File: src/hw/emw_regs.svh
`ifndef EMW_REGS_SVH
`define EMW_REGS_SVH

// Register byte offsets.
`define EMW_WCR_OFS 32'h0000_0000
`define EMW_STAT_OFS 32'h0000_0004

// Wait control field positions.
`define EMW_BW_LSB 16
`define EMW_W_LSB 7
`define EMW_WM_BIT 6

// Wait control reset value and writable-bit mask.
`define EMW_WCR_RST 32'h0000_0500
`define EMW_WCR_MASK 32'h0003_07c0

// AXI response codes.
`define EMW_RESP_OKAY 2'h0
`define EMW_RESP_DECERR 2'h3

`endif

File: src/hw/emw_pkg.sv
package emw_pkg;

  typedef struct packed {
    logic [1:0] burst_follow_wait_count;
    logic [3:0] access_wait_count;
    logic external_wait_ignore;
  } emw_wcr_t;

  typedef enum logic [3:0] {
    EMW_IDLE = 4'h1,
    EMW_WAIT = 4'h2,
    EMW_HOLD = 4'h4,
    EMW_BEAT = 4'h8
  } emw_state_t;

  typedef struct packed {
    logic [25:0] log_addr;
    logic col_phase;
    logic ap_level;
  } emw_mux_req_t;

endpackage

File: src/hw/emw_addr_mux.sv
`timescale 1ns/1ps

// Multiplexes the logical address onto the memory address pins.
module emw_addr_mux (
  input wire emw_pkg::emw_mux_req_t req,
  output logic [17:0] pin_addr
);

  function automatic logic [17:0] emw_map(input emw_pkg::emw_mux_req_t r);
    logic [17:0] a;
    a = 18'h0;
    if (r.col_phase) begin
      a = r.log_addr[17:0];
      a[13] = r.log_addr[21];
      a[12] = r.log_addr[20];
      a[11] = r.ap_level;
    end else begin
      a = r.log_addr[25:8];
    end
    return a;
  endfunction

  always_comb begin
    pin_addr = emw_map(req);
  end

endmodule // emw_addr_mux

File: src/hw/emw_top.sv
// Behaviour
// - Mask bit clear honours external wait input; mask bit set ignores it entirely.
// - Mask applies even with zero programmed wait; external wait then does not stretch access.
// - Burst wait field gives 0 to 3 waits on later beats; resets to 00.
// - Reserved bits 31-18 and 5-0 read zero; software writes zero to them.
// - Row phase drives address 25-8; column drives 10-0; banks 21,20 on 13,12.
// - Column phase pin 11 carries fixed precharge command level, not an address bit.
//
// The implementer's own choices: register access over AXI4-Lite and the register offsets.
`timescale 1ns/1ps
`include "emw_regs.svh"

module emw_top (
  input wire logic REF_CLK,
  input wire logic RST_B,
  input wire logic [31:0] S_AXI_AWADDR,
  input wire logic S_AXI_AWVALID,
  output logic S_AXI_AWREADY,
  input wire logic [31:0] S_AXI_WDATA,
  input wire logic [3:0] S_AXI_WSTRB,
  input wire logic S_AXI_WVALID,
  output logic S_AXI_WREADY,
  output logic [1:0] S_AXI_BRESP,
  output logic S_AXI_BVALID,
  input wire logic S_AXI_BREADY,
  input wire logic [31:0] S_AXI_ARADDR,
  input wire logic S_AXI_ARVALID,
  output logic S_AXI_ARREADY,
  output logic [31:0] S_AXI_RDATA,
  output logic [1:0] S_AXI_RRESP,
  output logic S_AXI_RVALID,
  input wire logic S_AXI_RREADY,
  input wire logic ACC_START,
  input wire logic [1:0] ACC_BEATS,
  output logic ACC_BEAT_DONE,
  output logic ACC_BUSY,
  input wire logic EXT_WAIT_B,
  input wire logic [25:0] LOG_ADDR,
  input wire logic COL_PHASE,
  input wire logic AP_LEVEL,
  output logic [17:0] MEM_ADDR
);

  emw_pkg::emw_wcr_t wcr;
  emw_pkg::emw_state_t state;
  emw_pkg::emw_state_t next_state;
  emw_pkg::emw_mux_req_t mux_req;
  logic [17:0] mux_addr;
  logic wait_meta;
  logic wait_sync;
  logic [3:0] wait_cnt;
  logic [3:0] next_wait_cnt;
  logic [1:0] beats_left;
  logic [1:0] next_beats_left;
  logic aw_held;
  logic w_held;
  logic [31:0] aw_addr;
  logic [31:0] w_data;
  logic [3:0] w_strb;
  logic ext_stall;
  logic wr_fire;
  logic [31:0] wcr_merged;
  logic [31:0] stat_word;
  logic [31:0] rd_word;
  logic [1:0] rd_resp;

  function automatic logic [31:0] emw_wcr_word(input emw_pkg::emw_wcr_t r);
    logic [31:0] v;
    v = 32'h0;
    v[`EMW_BW_LSB +: 2] = r.burst_follow_wait_count;
    v[`EMW_W_LSB +: 4] = r.access_wait_count;
    v[`EMW_WM_BIT] = r.external_wait_ignore;
    return v & `EMW_WCR_MASK;
  endfunction

  function automatic logic [31:0] emw_byte_mask(input logic [3:0] strb);
    logic [31:0] m;
    m = 32'h0;
    for (int i = 0; i < 4; i++) begin
      m[i*8 +: 8] = {8{strb[i]}};
    end
    return m;
  endfunction

  function automatic logic emw_is_reg(input logic [31:0] addr, input logic [31:0] ofs);
    return addr[31:2] == ofs[31:2];
  endfunction

  function automatic logic emw_known(input logic [31:0] addr);
    return emw_is_reg(addr, `EMW_WCR_OFS) || emw_is_reg(addr, `EMW_STAT_OFS);
  endfunction

  // External wait pin is asynchronous; two flip-flops before use.
  always_ff @(posedge REF_CLK or negedge RST_B) begin
    if (!RST_B) begin
      wait_meta <= 1'b0;
      wait_sync <= 1'b0;
    end else begin
      wait_meta <= ~EXT_WAIT_B;
      wait_sync <= wait_meta;
    end
  end

  // Stall request is only honoured while the mask bit is clear.
  always_comb begin
    ext_stall = wait_sync & ~wcr.external_wait_ignore;
  end

  // Write address channel.
  always_ff @(posedge REF_CLK or negedge RST_B) begin
    if (!RST_B) begin
      aw_held <= 1'b0;
      aw_addr <= 32'h0;
      S_AXI_AWREADY <= 1'b1;
    end else if (S_AXI_AWVALID && S_AXI_AWREADY) begin
      aw_held <= 1'b1;
      aw_addr <= S_AXI_AWADDR;
      S_AXI_AWREADY <= 1'b0;
    end else if (S_AXI_BVALID && S_AXI_BREADY) begin
      aw_held <= 1'b0;
      S_AXI_AWREADY <= 1'b1;
    end
  end

  // Write data channel.
  always_ff @(posedge REF_CLK or negedge RST_B) begin
    if (!RST_B) begin
      w_held <= 1'b0;
      w_data <= 32'h0;
      w_strb <= 4'h0;
      S_AXI_WREADY <= 1'b1;
    end else if (S_AXI_WVALID && S_AXI_WREADY) begin
      w_held <= 1'b1;
      w_data <= S_AXI_WDATA;
      w_strb <= S_AXI_WSTRB;
      S_AXI_WREADY <= 1'b0;
    end else if (S_AXI_BVALID && S_AXI_BREADY) begin
      w_held <= 1'b0;
      S_AXI_WREADY <= 1'b1;
    end
  end

  // Write response once both halves are held.
  always_ff @(posedge REF_CLK or negedge RST_B) begin
    if (!RST_B) begin
      S_AXI_BVALID <= 1'b0;
      S_AXI_BRESP <= `EMW_RESP_OKAY;
    end else if (wr_fire) begin
      S_AXI_BVALID <= 1'b1;
      if (emw_known(aw_addr)) begin
        S_AXI_BRESP <= `EMW_RESP_OKAY;
      end else begin
        S_AXI_BRESP <= `EMW_RESP_DECERR;
      end
    end else if (S_AXI_BVALID && S_AXI_BREADY) begin
      S_AXI_BVALID <= 1'b0;
    end
  end

  // A held address and data pair commits once, on the edge that raises the response.
  always_comb begin
    wr_fire = aw_held & w_held & ~S_AXI_BVALID & ~S_AXI_AWREADY;
  end

  // Byte lanes that are not enabled keep the current register contents.
  always_comb begin
    wcr_merged = (emw_wcr_word(wcr) & ~emw_byte_mask(w_strb))
               | (w_data & emw_byte_mask(w_strb));
  end

  // Wait control register; only the documented fields store.
  always_ff @(posedge REF_CLK or negedge RST_B) begin
    if (!RST_B) begin
      wcr.burst_follow_wait_count <= 2'(`EMW_WCR_RST >> `EMW_BW_LSB);
      wcr.access_wait_count <= 4'(`EMW_WCR_RST >> `EMW_W_LSB);
      wcr.external_wait_ignore <= 1'(`EMW_WCR_RST >> `EMW_WM_BIT);
    end else if (wr_fire && emw_is_reg(aw_addr, `EMW_WCR_OFS)) begin
      wcr.burst_follow_wait_count <= wcr_merged[`EMW_BW_LSB +: 2];
      wcr.access_wait_count <= wcr_merged[`EMW_W_LSB +: 4];
      wcr.external_wait_ignore <= wcr_merged[`EMW_WM_BIT];
    end
  end

  // Status word: synced wait, beats left, wait count, state and busy.
  always_comb begin
    stat_word = {19'h0, wait_sync, beats_left, wait_cnt, state, ACC_BUSY, 1'b0};
  end

  // Read data and response for the address offered on the read channel.
  always_comb begin
    rd_word = 32'h0;
    rd_resp = `EMW_RESP_DECERR;
    if (emw_is_reg(S_AXI_ARADDR, `EMW_WCR_OFS)) begin
      rd_word = emw_wcr_word(wcr);
      rd_resp = `EMW_RESP_OKAY;
    end else if (emw_is_reg(S_AXI_ARADDR, `EMW_STAT_OFS)) begin
      rd_word = stat_word;
      rd_resp = `EMW_RESP_OKAY;
    end
  end

  // Read channel.
  always_ff @(posedge REF_CLK or negedge RST_B) begin
    if (!RST_B) begin
      S_AXI_ARREADY <= 1'b1;
      S_AXI_RVALID <= 1'b0;
      S_AXI_RDATA <= 32'h0;
      S_AXI_RRESP <= `EMW_RESP_OKAY;
    end else if (S_AXI_ARVALID && S_AXI_ARREADY) begin
      S_AXI_ARREADY <= 1'b0;
      S_AXI_RVALID <= 1'b1;
      S_AXI_RDATA <= rd_word;
      S_AXI_RRESP <= rd_resp;
    end else if (S_AXI_RVALID && S_AXI_RREADY) begin
      S_AXI_RVALID <= 1'b0;
      S_AXI_ARREADY <= 1'b1;
    end
  end

  // Access wait sequencer.
  always_comb begin
    next_state = state;
    next_wait_cnt = wait_cnt;
    next_beats_left = beats_left;
    unique case (state)
      emw_pkg::EMW_IDLE: begin
        if (ACC_START) begin
          next_state = emw_pkg::EMW_WAIT;
          next_wait_cnt = wcr.access_wait_count;
          next_beats_left = ACC_BEATS;
        end
      end
      emw_pkg::EMW_WAIT: begin
        if (wait_cnt != 4'h0) begin
          next_wait_cnt = wait_cnt - 4'h1;
        end else if (ext_stall) begin
          next_state = emw_pkg::EMW_HOLD;
        end else begin
          next_state = emw_pkg::EMW_BEAT;
        end
      end
      emw_pkg::EMW_HOLD: begin
        if (!ext_stall) begin
          next_state = emw_pkg::EMW_BEAT;
        end
      end
      emw_pkg::EMW_BEAT: begin
        if (beats_left == 2'h0) begin
          next_state = emw_pkg::EMW_IDLE;
        end else begin
          next_state = emw_pkg::EMW_WAIT;
          next_wait_cnt = {2'h0, wcr.burst_follow_wait_count};
          next_beats_left = beats_left - 2'h1;
        end
      end
      default: begin
        next_state = emw_pkg::EMW_IDLE;
      end
    endcase
  end

  always_ff @(posedge REF_CLK or negedge RST_B) begin
    if (!RST_B) begin
      state <= emw_pkg::EMW_IDLE;
      wait_cnt <= 4'h0;
      beats_left <= 2'h0;
    end else begin
      state <= next_state;
      wait_cnt <= next_wait_cnt;
      beats_left <= next_beats_left;
    end
  end

  // Handshake outputs to the requester.
  always_ff @(posedge REF_CLK or negedge RST_B) begin
    if (!RST_B) begin
      ACC_BEAT_DONE <= 1'b0;
      ACC_BUSY <= 1'b0;
    end else begin
      ACC_BEAT_DONE <= next_state == emw_pkg::EMW_BEAT;
      ACC_BUSY <= next_state != emw_pkg::EMW_IDLE;
    end
  end

  // Address multiplexing toward the memory.
  always_comb begin
    mux_req.log_addr = LOG_ADDR;
    mux_req.col_phase = COL_PHASE;
    mux_req.ap_level = AP_LEVEL;
  end

  emw_addr_mux u_mux (
    .req(mux_req),
    .pin_addr(mux_addr)
  );

  // Pin 0 is still driven; the attached memory leaves it unconnected.
  always_ff @(posedge REF_CLK or negedge RST_B) begin
    if (!RST_B) begin
      MEM_ADDR <= 18'h0;
    end else begin
      MEM_ADDR <= mux_addr;
    end
  end

endmodule // emw_top

File: config.mk
export PLATFORM = sky130hd
export DESIGN_NAME = emw_top
export DESIGN_NICKNAME = d
export VERILOG_FILES = /design/src/hw/emw_pkg.sv /design/src/hw/emw_addr_mux.sv /design/src/hw/emw_top.sv
export VERILOG_INCLUDE_DIRS = /design/src /design/src/hw
export SDC_FILE = /design/constraint.sdc
export NUM_CORES = 1
export LEC_CHECK = 0
export BUFFER_PORTS_ARGS = -buffer_cell sky130_fd_sc_hd__buf_2
export CAP_MARGIN = 10
export CELL_PAD_IN_SITES_DETAIL_PLACEMENT = 1
export CELL_PAD_IN_SITES_GLOBAL_PLACEMENT = 1
export CORE_AREA = 4 4 116 118
export CTS_CLUSTER_DIAMETER = 80
export CTS_CLUSTER_SIZE = 28
export DETAILED_ROUTE_END_ITERATION = 8
export DIE_AREA = 0 0 120 122
export GPL_TIMING_DRIVEN = 0
export PLACE_DENSITY_LB_ADDON = 0.2
export SKIP_LAST_GASP = 1
export SYNTH_ARGS = -nofsm -noshare
export SYNTH_HDL_FRONTEND = slang
export SYNTH_SLANG_ARGS = --single-unit
File: constraint.sdc
create_clock -name REF_CLK -period 2.2 [get_ports REF_CLK]
set_input_delay 0.11 -clock REF_CLK [delete_from_list [all_inputs] [get_ports REF_CLK]]
set_output_delay 0.11 -clock REF_CLK [all_outputs]
set_load 0.05 [all_outputs]
* Yosys cells after proc, flatten, opt, wreduce, memory -nomap -nowiden
Index checks and enable logic that the tools add are counted.
Cells by class: bitwise gates (word level) 12, reductions and logical operators 19, eq/ne operators 11, $add $sub $neg 2, multiplexer cells 30
Operator list (count):
- 30-bit by 1-bit == test with 1-bit output (second input constant) | 2
- 30-bit logical NOT | 2
- 18-bit bitwise AND | 2
- 18-bit 2-to-1 mux | 2
- 4-bit 2-to-1 mux | 7
- 18-bit inverter | 1
- 18-bit bitwise OR | 1
- 4-bit case mux with 4 select lines | 1
- 13-bit 2-to-1 mux | 1
- 2-bit 2-to-1 mux | 6
- 4-bit case mux with 3 select lines | 1
- 1-bit 2-to-1 mux | 11
- 2-bit nonzero test | 5
- 4-bit == test (second input constant) | 2
- 1-bit logical AND | 6
- 2-bit != test (second input constant) | 3
- 1-bit bitwise AND | 4
- 4-bit by 1-bit == test with 1-bit output (second input constant) | 1
- 4-bit by 2-bit == test with 1-bit output (second input constant) | 1
- 4-bit by 3-bit == test with 1-bit output (second input constant) | 1
- 4-bit by 1-bit != test with 1-bit output (second input constant) | 1
- 1-bit inverter | 4
- 2-bit case mux with 2 select lines | 1
- 4-bit AND reduction | 1
- 7 further kinds | 7
Word-level totals: input bits 139, flip-flop bits (word level) 135

* Logic depth before layout (Yosys ltp)
depth in word-level cells 6, depth in mapped cells 7

* Hierarchy
From an unflattened synthesis, not the netlist that was laid out.
Second synthesis, totals: cell total of the unflattened synthesis 357, area, all modules 4591.9 µm²
By module, submodules not included:
- emw_top | instances 1, cells an instance 337, sequential area each 2560.0 µm², area an instance 4327.9 µm²
- emw_addr_mux | instances 1, cells an instance 20, sequential area each 0.0 µm², area an instance 264.0 µm²

* Least setup slack after synthesis
No wires, ideal clock.
kind reg2reg, start register beats_left[0], end register wait_cnt[0], clock period less this slack 1.873 ns, arrival 1.737 ns, required time 2.064 ns, path slack 0.327 ns, buffers on the path 1, cell stages (with the launch flop) 8, path through dfrtp_1 -> inv_1 -> ha_1 -> or3b_1 -> a211o_1 -> clkbuf_1 -> a222oi_1 -> a31oi_1
Between the ends: longest elaborated chain between the ends 3
Ends and longest elaborated chain:
- start, declared | line emw_top.sv:53 | logic [1:0] beats_left;
- start signal, assigned | line emw_top.sv:270 | beats_left <= next_beats_left;
- 2-bit logical NOT | line emw_top.sv:248 | if (beats_left == 2'h0) begin
- 2-bit != test (no source line)
- 4-bit AND reduction (no source line)
- end signal, assigned | line emw_top.sv:269 | wait_cnt <= next_wait_cnt;
- end, declared | line emw_top.sv:51 | logic [3:0] wait_cnt;
No other way between the ends. A chain may end at the register's enable or synchronous reset.

* Worst setup path after layout
Same ends and word-level chain as after synthesis.

==> results.json <==
{
  "static-leakage-power_nw": 3.24,
  "cts.htree.levels": 3,
  "post-route-period-util_pct": 95.3,
  "drt_iter0_markers": 71,
  "rel_slew_slack_pct": 52.1,
  "die-width_um": 120,
  "clock_latency_ns": 0.35,
  "clk_transition_reported_paths_ns": 0.07,
  "floorplan.core_area_um2": 12500,
  "synthesis_warning_total": 0,
  "fp.dieH_um": 122,
  "worst_slack_at_placement_ns": -0.0167,
  "layout_min_cycle_time_ns": 2.10,
  "first_global_vias": 4097,
  "grt_pass1_wl_um": 20800,
  "synthesized_area_per_cell_um2": 12.6,
  "grt_setup_unrepaired": "yes",
  "cts.sink_count": 102,
  "critPathArrivalTime_ns": 2.31,
  "max_slew.worst_pin.slew_ns": 0.717,
  "final.setup_skew_ns": 0.00659,
  "synth-edff-count": 0,
  "grt.overflow.total": 0,
  "critical_path.max_fanout": 9,
  "cap_violations": 0,
  "number_of_buffers_inserted_during_clock_tree_synthesis": 9,
  "wire_per_inst_um": 16.1,
  "grt_antenna_before_repair": 1,
  "finalSetupViolations": 0,
  "cts_root_buf": "sky130_fd_sc_hd__clkbuf_16",
  "footprint_of_the_flip_flops_and_latches_um2": 2560,
  "pwr_density_cell_nw_per_um2": 724,
  "ys_types": 45,
  "synth_area_um2": 4400,
  "worst_hold_path_type": "in -> reg",
  "synth_flop_cell": "sky130_fd_sc_hd__dfrtp_1",
  "start_util_pct": 35.3,
  "slew_violations": 0,
  "report.power.total_mw": 4.68,
  "drt_drc_violations_left": 0,
  "ant_nets": 0,
  "drt-vias-per-instance": 4.66,
  "critPathKind": "reg -> reg",
  "clock_tree_from_tritoncts": "done",
  "synth_async_sr_flop_share_pct": 100,
  "syn_inst": 350,
  "drt_wl_total_um": 12500,
  "cts_max_path_buffers": 2,
  "nNetsFinal": 741,
  "multi_input_comb_area_um2": 1650,
  "reg2reg_slack_ns": 0.10,
  "syn_to_final_growth_pct": 46.9,
  "numPortBuffers": 149,
  "postSynthRegisterBits": 102,
  "timing.fmax_ghz": 0.477,
  "setup.worst_path.start_class": "flop",
  "worst_ir_drop_vdd_v": 0.000468,
  "drive_above_1_share_pct": 43.7,
  "rows": 41,
  "final_weighted_congestion_in_routability_driven_placement": 0.763,
  "timing.critical_path.to_type": "flop",
  "grt_start_max_net_pins": 67,
  "gr-usage-all-layers_pct": 18.2,
  "pin_count": 200,
  "drt-pass1-iter-count": 4,
  "vias_after_detailed_routing": 3619,
  "worst_slack_ns": 0.104,
  "outcome": "finished, final reports clean",
  "dieArea_um2": 14600,
  "fill_cells": 1389,
  "worstPathRequired_ns": 2.42,
  "sequential_element_share_of_the_synthesized_area_pct": 58.2,
  "post_cts_buffers": 0,
  "final_hold_violation_count": 0,
  "post_dp_hpwl_um": 8670
}
==> cells in the mapped netlist, drive strengths merged (3+ instances only) <==
| library cell | count | share of area, % |
|---|---|---|
| dfrtp | 96 | 55 |
| mux2 | 64 | 16 |
| nand2 | 30 | 2.6 |
| buf | 23 | 3.9 |
| nor4 | 15 | 2.3 |
| inv | 14 | 1.2 |
| nor2 | 14 | 1.2 |
| o31ai | 13 | 2.2 |
| clkbuf | 11 | 0.94 |
| a21oi | 10 | 1.1 |
| mux2i | 9 | 2.0 |
| dfstp | 6 | 3.6 |
| o21ai | 5 | 0.57 |
| nand4 | 4 | 0.57 |
| nor3 | 4 | 0.45 |
| a21o | 3 | 0.68 |
| ha | 3 | 0.85 |
==> stage by stage <==
stage | cells | hold WS [ns] | instance area (µm²) | util (%) | TNS (ns)
floorplan | 367 | -0.186 | 4470 | - | 0
global placement | 688 | 0.219 | 5430 | 43.5 | -9.73
detailed placement | 689 | 0.122 | 5460 | 43.8 | -0.0323
CTS | 777 | 0.000568 | 6460 | 51.8 | 0
global route | 777 | 0.00783 | 6460 | 51.9 | -0.0150
finish | 777 | 0.00977 | 6460 | 51.9 | 0
==> per-layer routing <==
metal	part of all wire [%]	track usage (%)
met3	6.2	4.69
met1	37	19.8
met4	2.7	7.30
met5	0	0
met2	54	33.5
==> cell type report <==
class | count | share of cell area, %
Antenna cell | 1 | 0.0387
Buffer | 33 | 3.21
Inverter | 14 | 0.813
Tap cell | 172 | 3.33
Multi-Input combinational cell | 217 | 25.6
Sequential cell | 102 | 39.6
Clock buffer | 10 | 3.54
Clock inverter | 6 | 0.735
Timing Repair Buffer | 222 | 23.1
==> flip-flops by register name, indices dropped and copies added (netlist names), 2 cells and up, named ones only <==
register,flops
state,4
aw_addr,30
MEM_ADDR,18
S_AXI_RDATA,14
beats_left,2
w_strb,3
wait_cnt,4
w_data,7
==> layout by cell type, fill, tap and decap left out, types with 2 or more instances in the layout <==
master,Yosys,final
sky130_fd_sc_hd__a22o_1,2,2
sky130_fd_sc_hd__clkbuf_1,11,11
sky130_fd_sc_hd__clkinvlp_4,0,4
sky130_fd_sc_hd__buf_4,20,21
sky130_fd_sc_hd__mux2i_1,9,9
sky130_fd_sc_hd__dfrtp_1,96,96
sky130_fd_sc_hd__dlygate4sd3_1,0,72
sky130_fd_sc_hd__inv_1,14,14
sky130_fd_sc_hd__nor4_1,14,12
sky130_fd_sc_hd__mux2_2,64,64
sky130_fd_sc_hd__nor2_1,14,14
sky130_fd_sc_hd__o21ai_0,5,5
sky130_fd_sc_hd__a21o_1,2,2
sky130_fd_sc_hd__nor4_2,1,3
sky130_fd_sc_hd__buf_2,1,149
sky130_fd_sc_hd__dfstp_2,6,6
sky130_fd_sc_hd__a21oi_1,10,10
sky130_fd_sc_hd__nand2_1,30,30
sky130_fd_sc_hd__nor3b_1,2,2
sky130_fd_sc_hd__ha_1,3,3
sky130_fd_sc_hd__clkbuf_16,0,9
sky130_fd_sc_hd__nor3_1,4,4
sky130_fd_sc_hd__conb_1,1,18
sky130_fd_sc_hd__o31ai_1,13,13
sky130_fd_sc_hd__nand4_1,4,4
sky130_fd_sc_hd__a2bb2oi_1,2,2
==> worst paths after layout <==
check	start	endpoint	cells past startpoint
max in group asynchronous	RST_B	S_AXI_AWREADY	3
worst max register to register	beats_left[0]	wait_cnt[0]	6
min in group asynchronous	RST_B	S_AXI_RDATA[17]	2
worst min register to register	wait_meta	wait_sync	0
worst min-delay path	S_AXI_WDATA[6]	w_data[6]	2
worst max-delay path	beats_left[0]	wait_cnt[0]	6
==> worst max-delay path: stages (launching register included) <==
cell and delay [ns]:
sky130_fd_sc_hd__dfrtp_1 0.40, sky130_fd_sc_hd__inv_1 0.07, sky130_fd_sc_hd__ha_1 0.21, sky130_fd_sc_hd__or3b_1 0.35
sky130_fd_sc_hd__a211o_1 0.42, sky130_fd_sc_hd__a222oi_1 0.45, sky130_fd_sc_hd__a31oi_1 0.08
==> power breakdown <==
part / switching (mW) / leakage, nW / internal, mW
clock network: 0.722 / 0.121 / 0.774
registers: 0.120 / 1.34 / 2.00
logic: 0.623 / 1.78 / 0.440
==> what timing repair did <==
action,4_1_cts,5_1_grt
setup endpoints to repair,2,3
pin swaps,0,1
hold endpoints to repair,96,0
gates resized for setup,1,1
hold buffers,72,0
==> kinds of logic after synthesis <==
kind of cell / share of synthesized area [%]
compound gates: 6.71
fa+ha+maj: 0.853
flops: 58.2
simple gates: 9.78
mux: 18.4
buf+inv: 6.00
other cells: 0.0852
No activity file was read; power rests on OpenSTA's default activity.
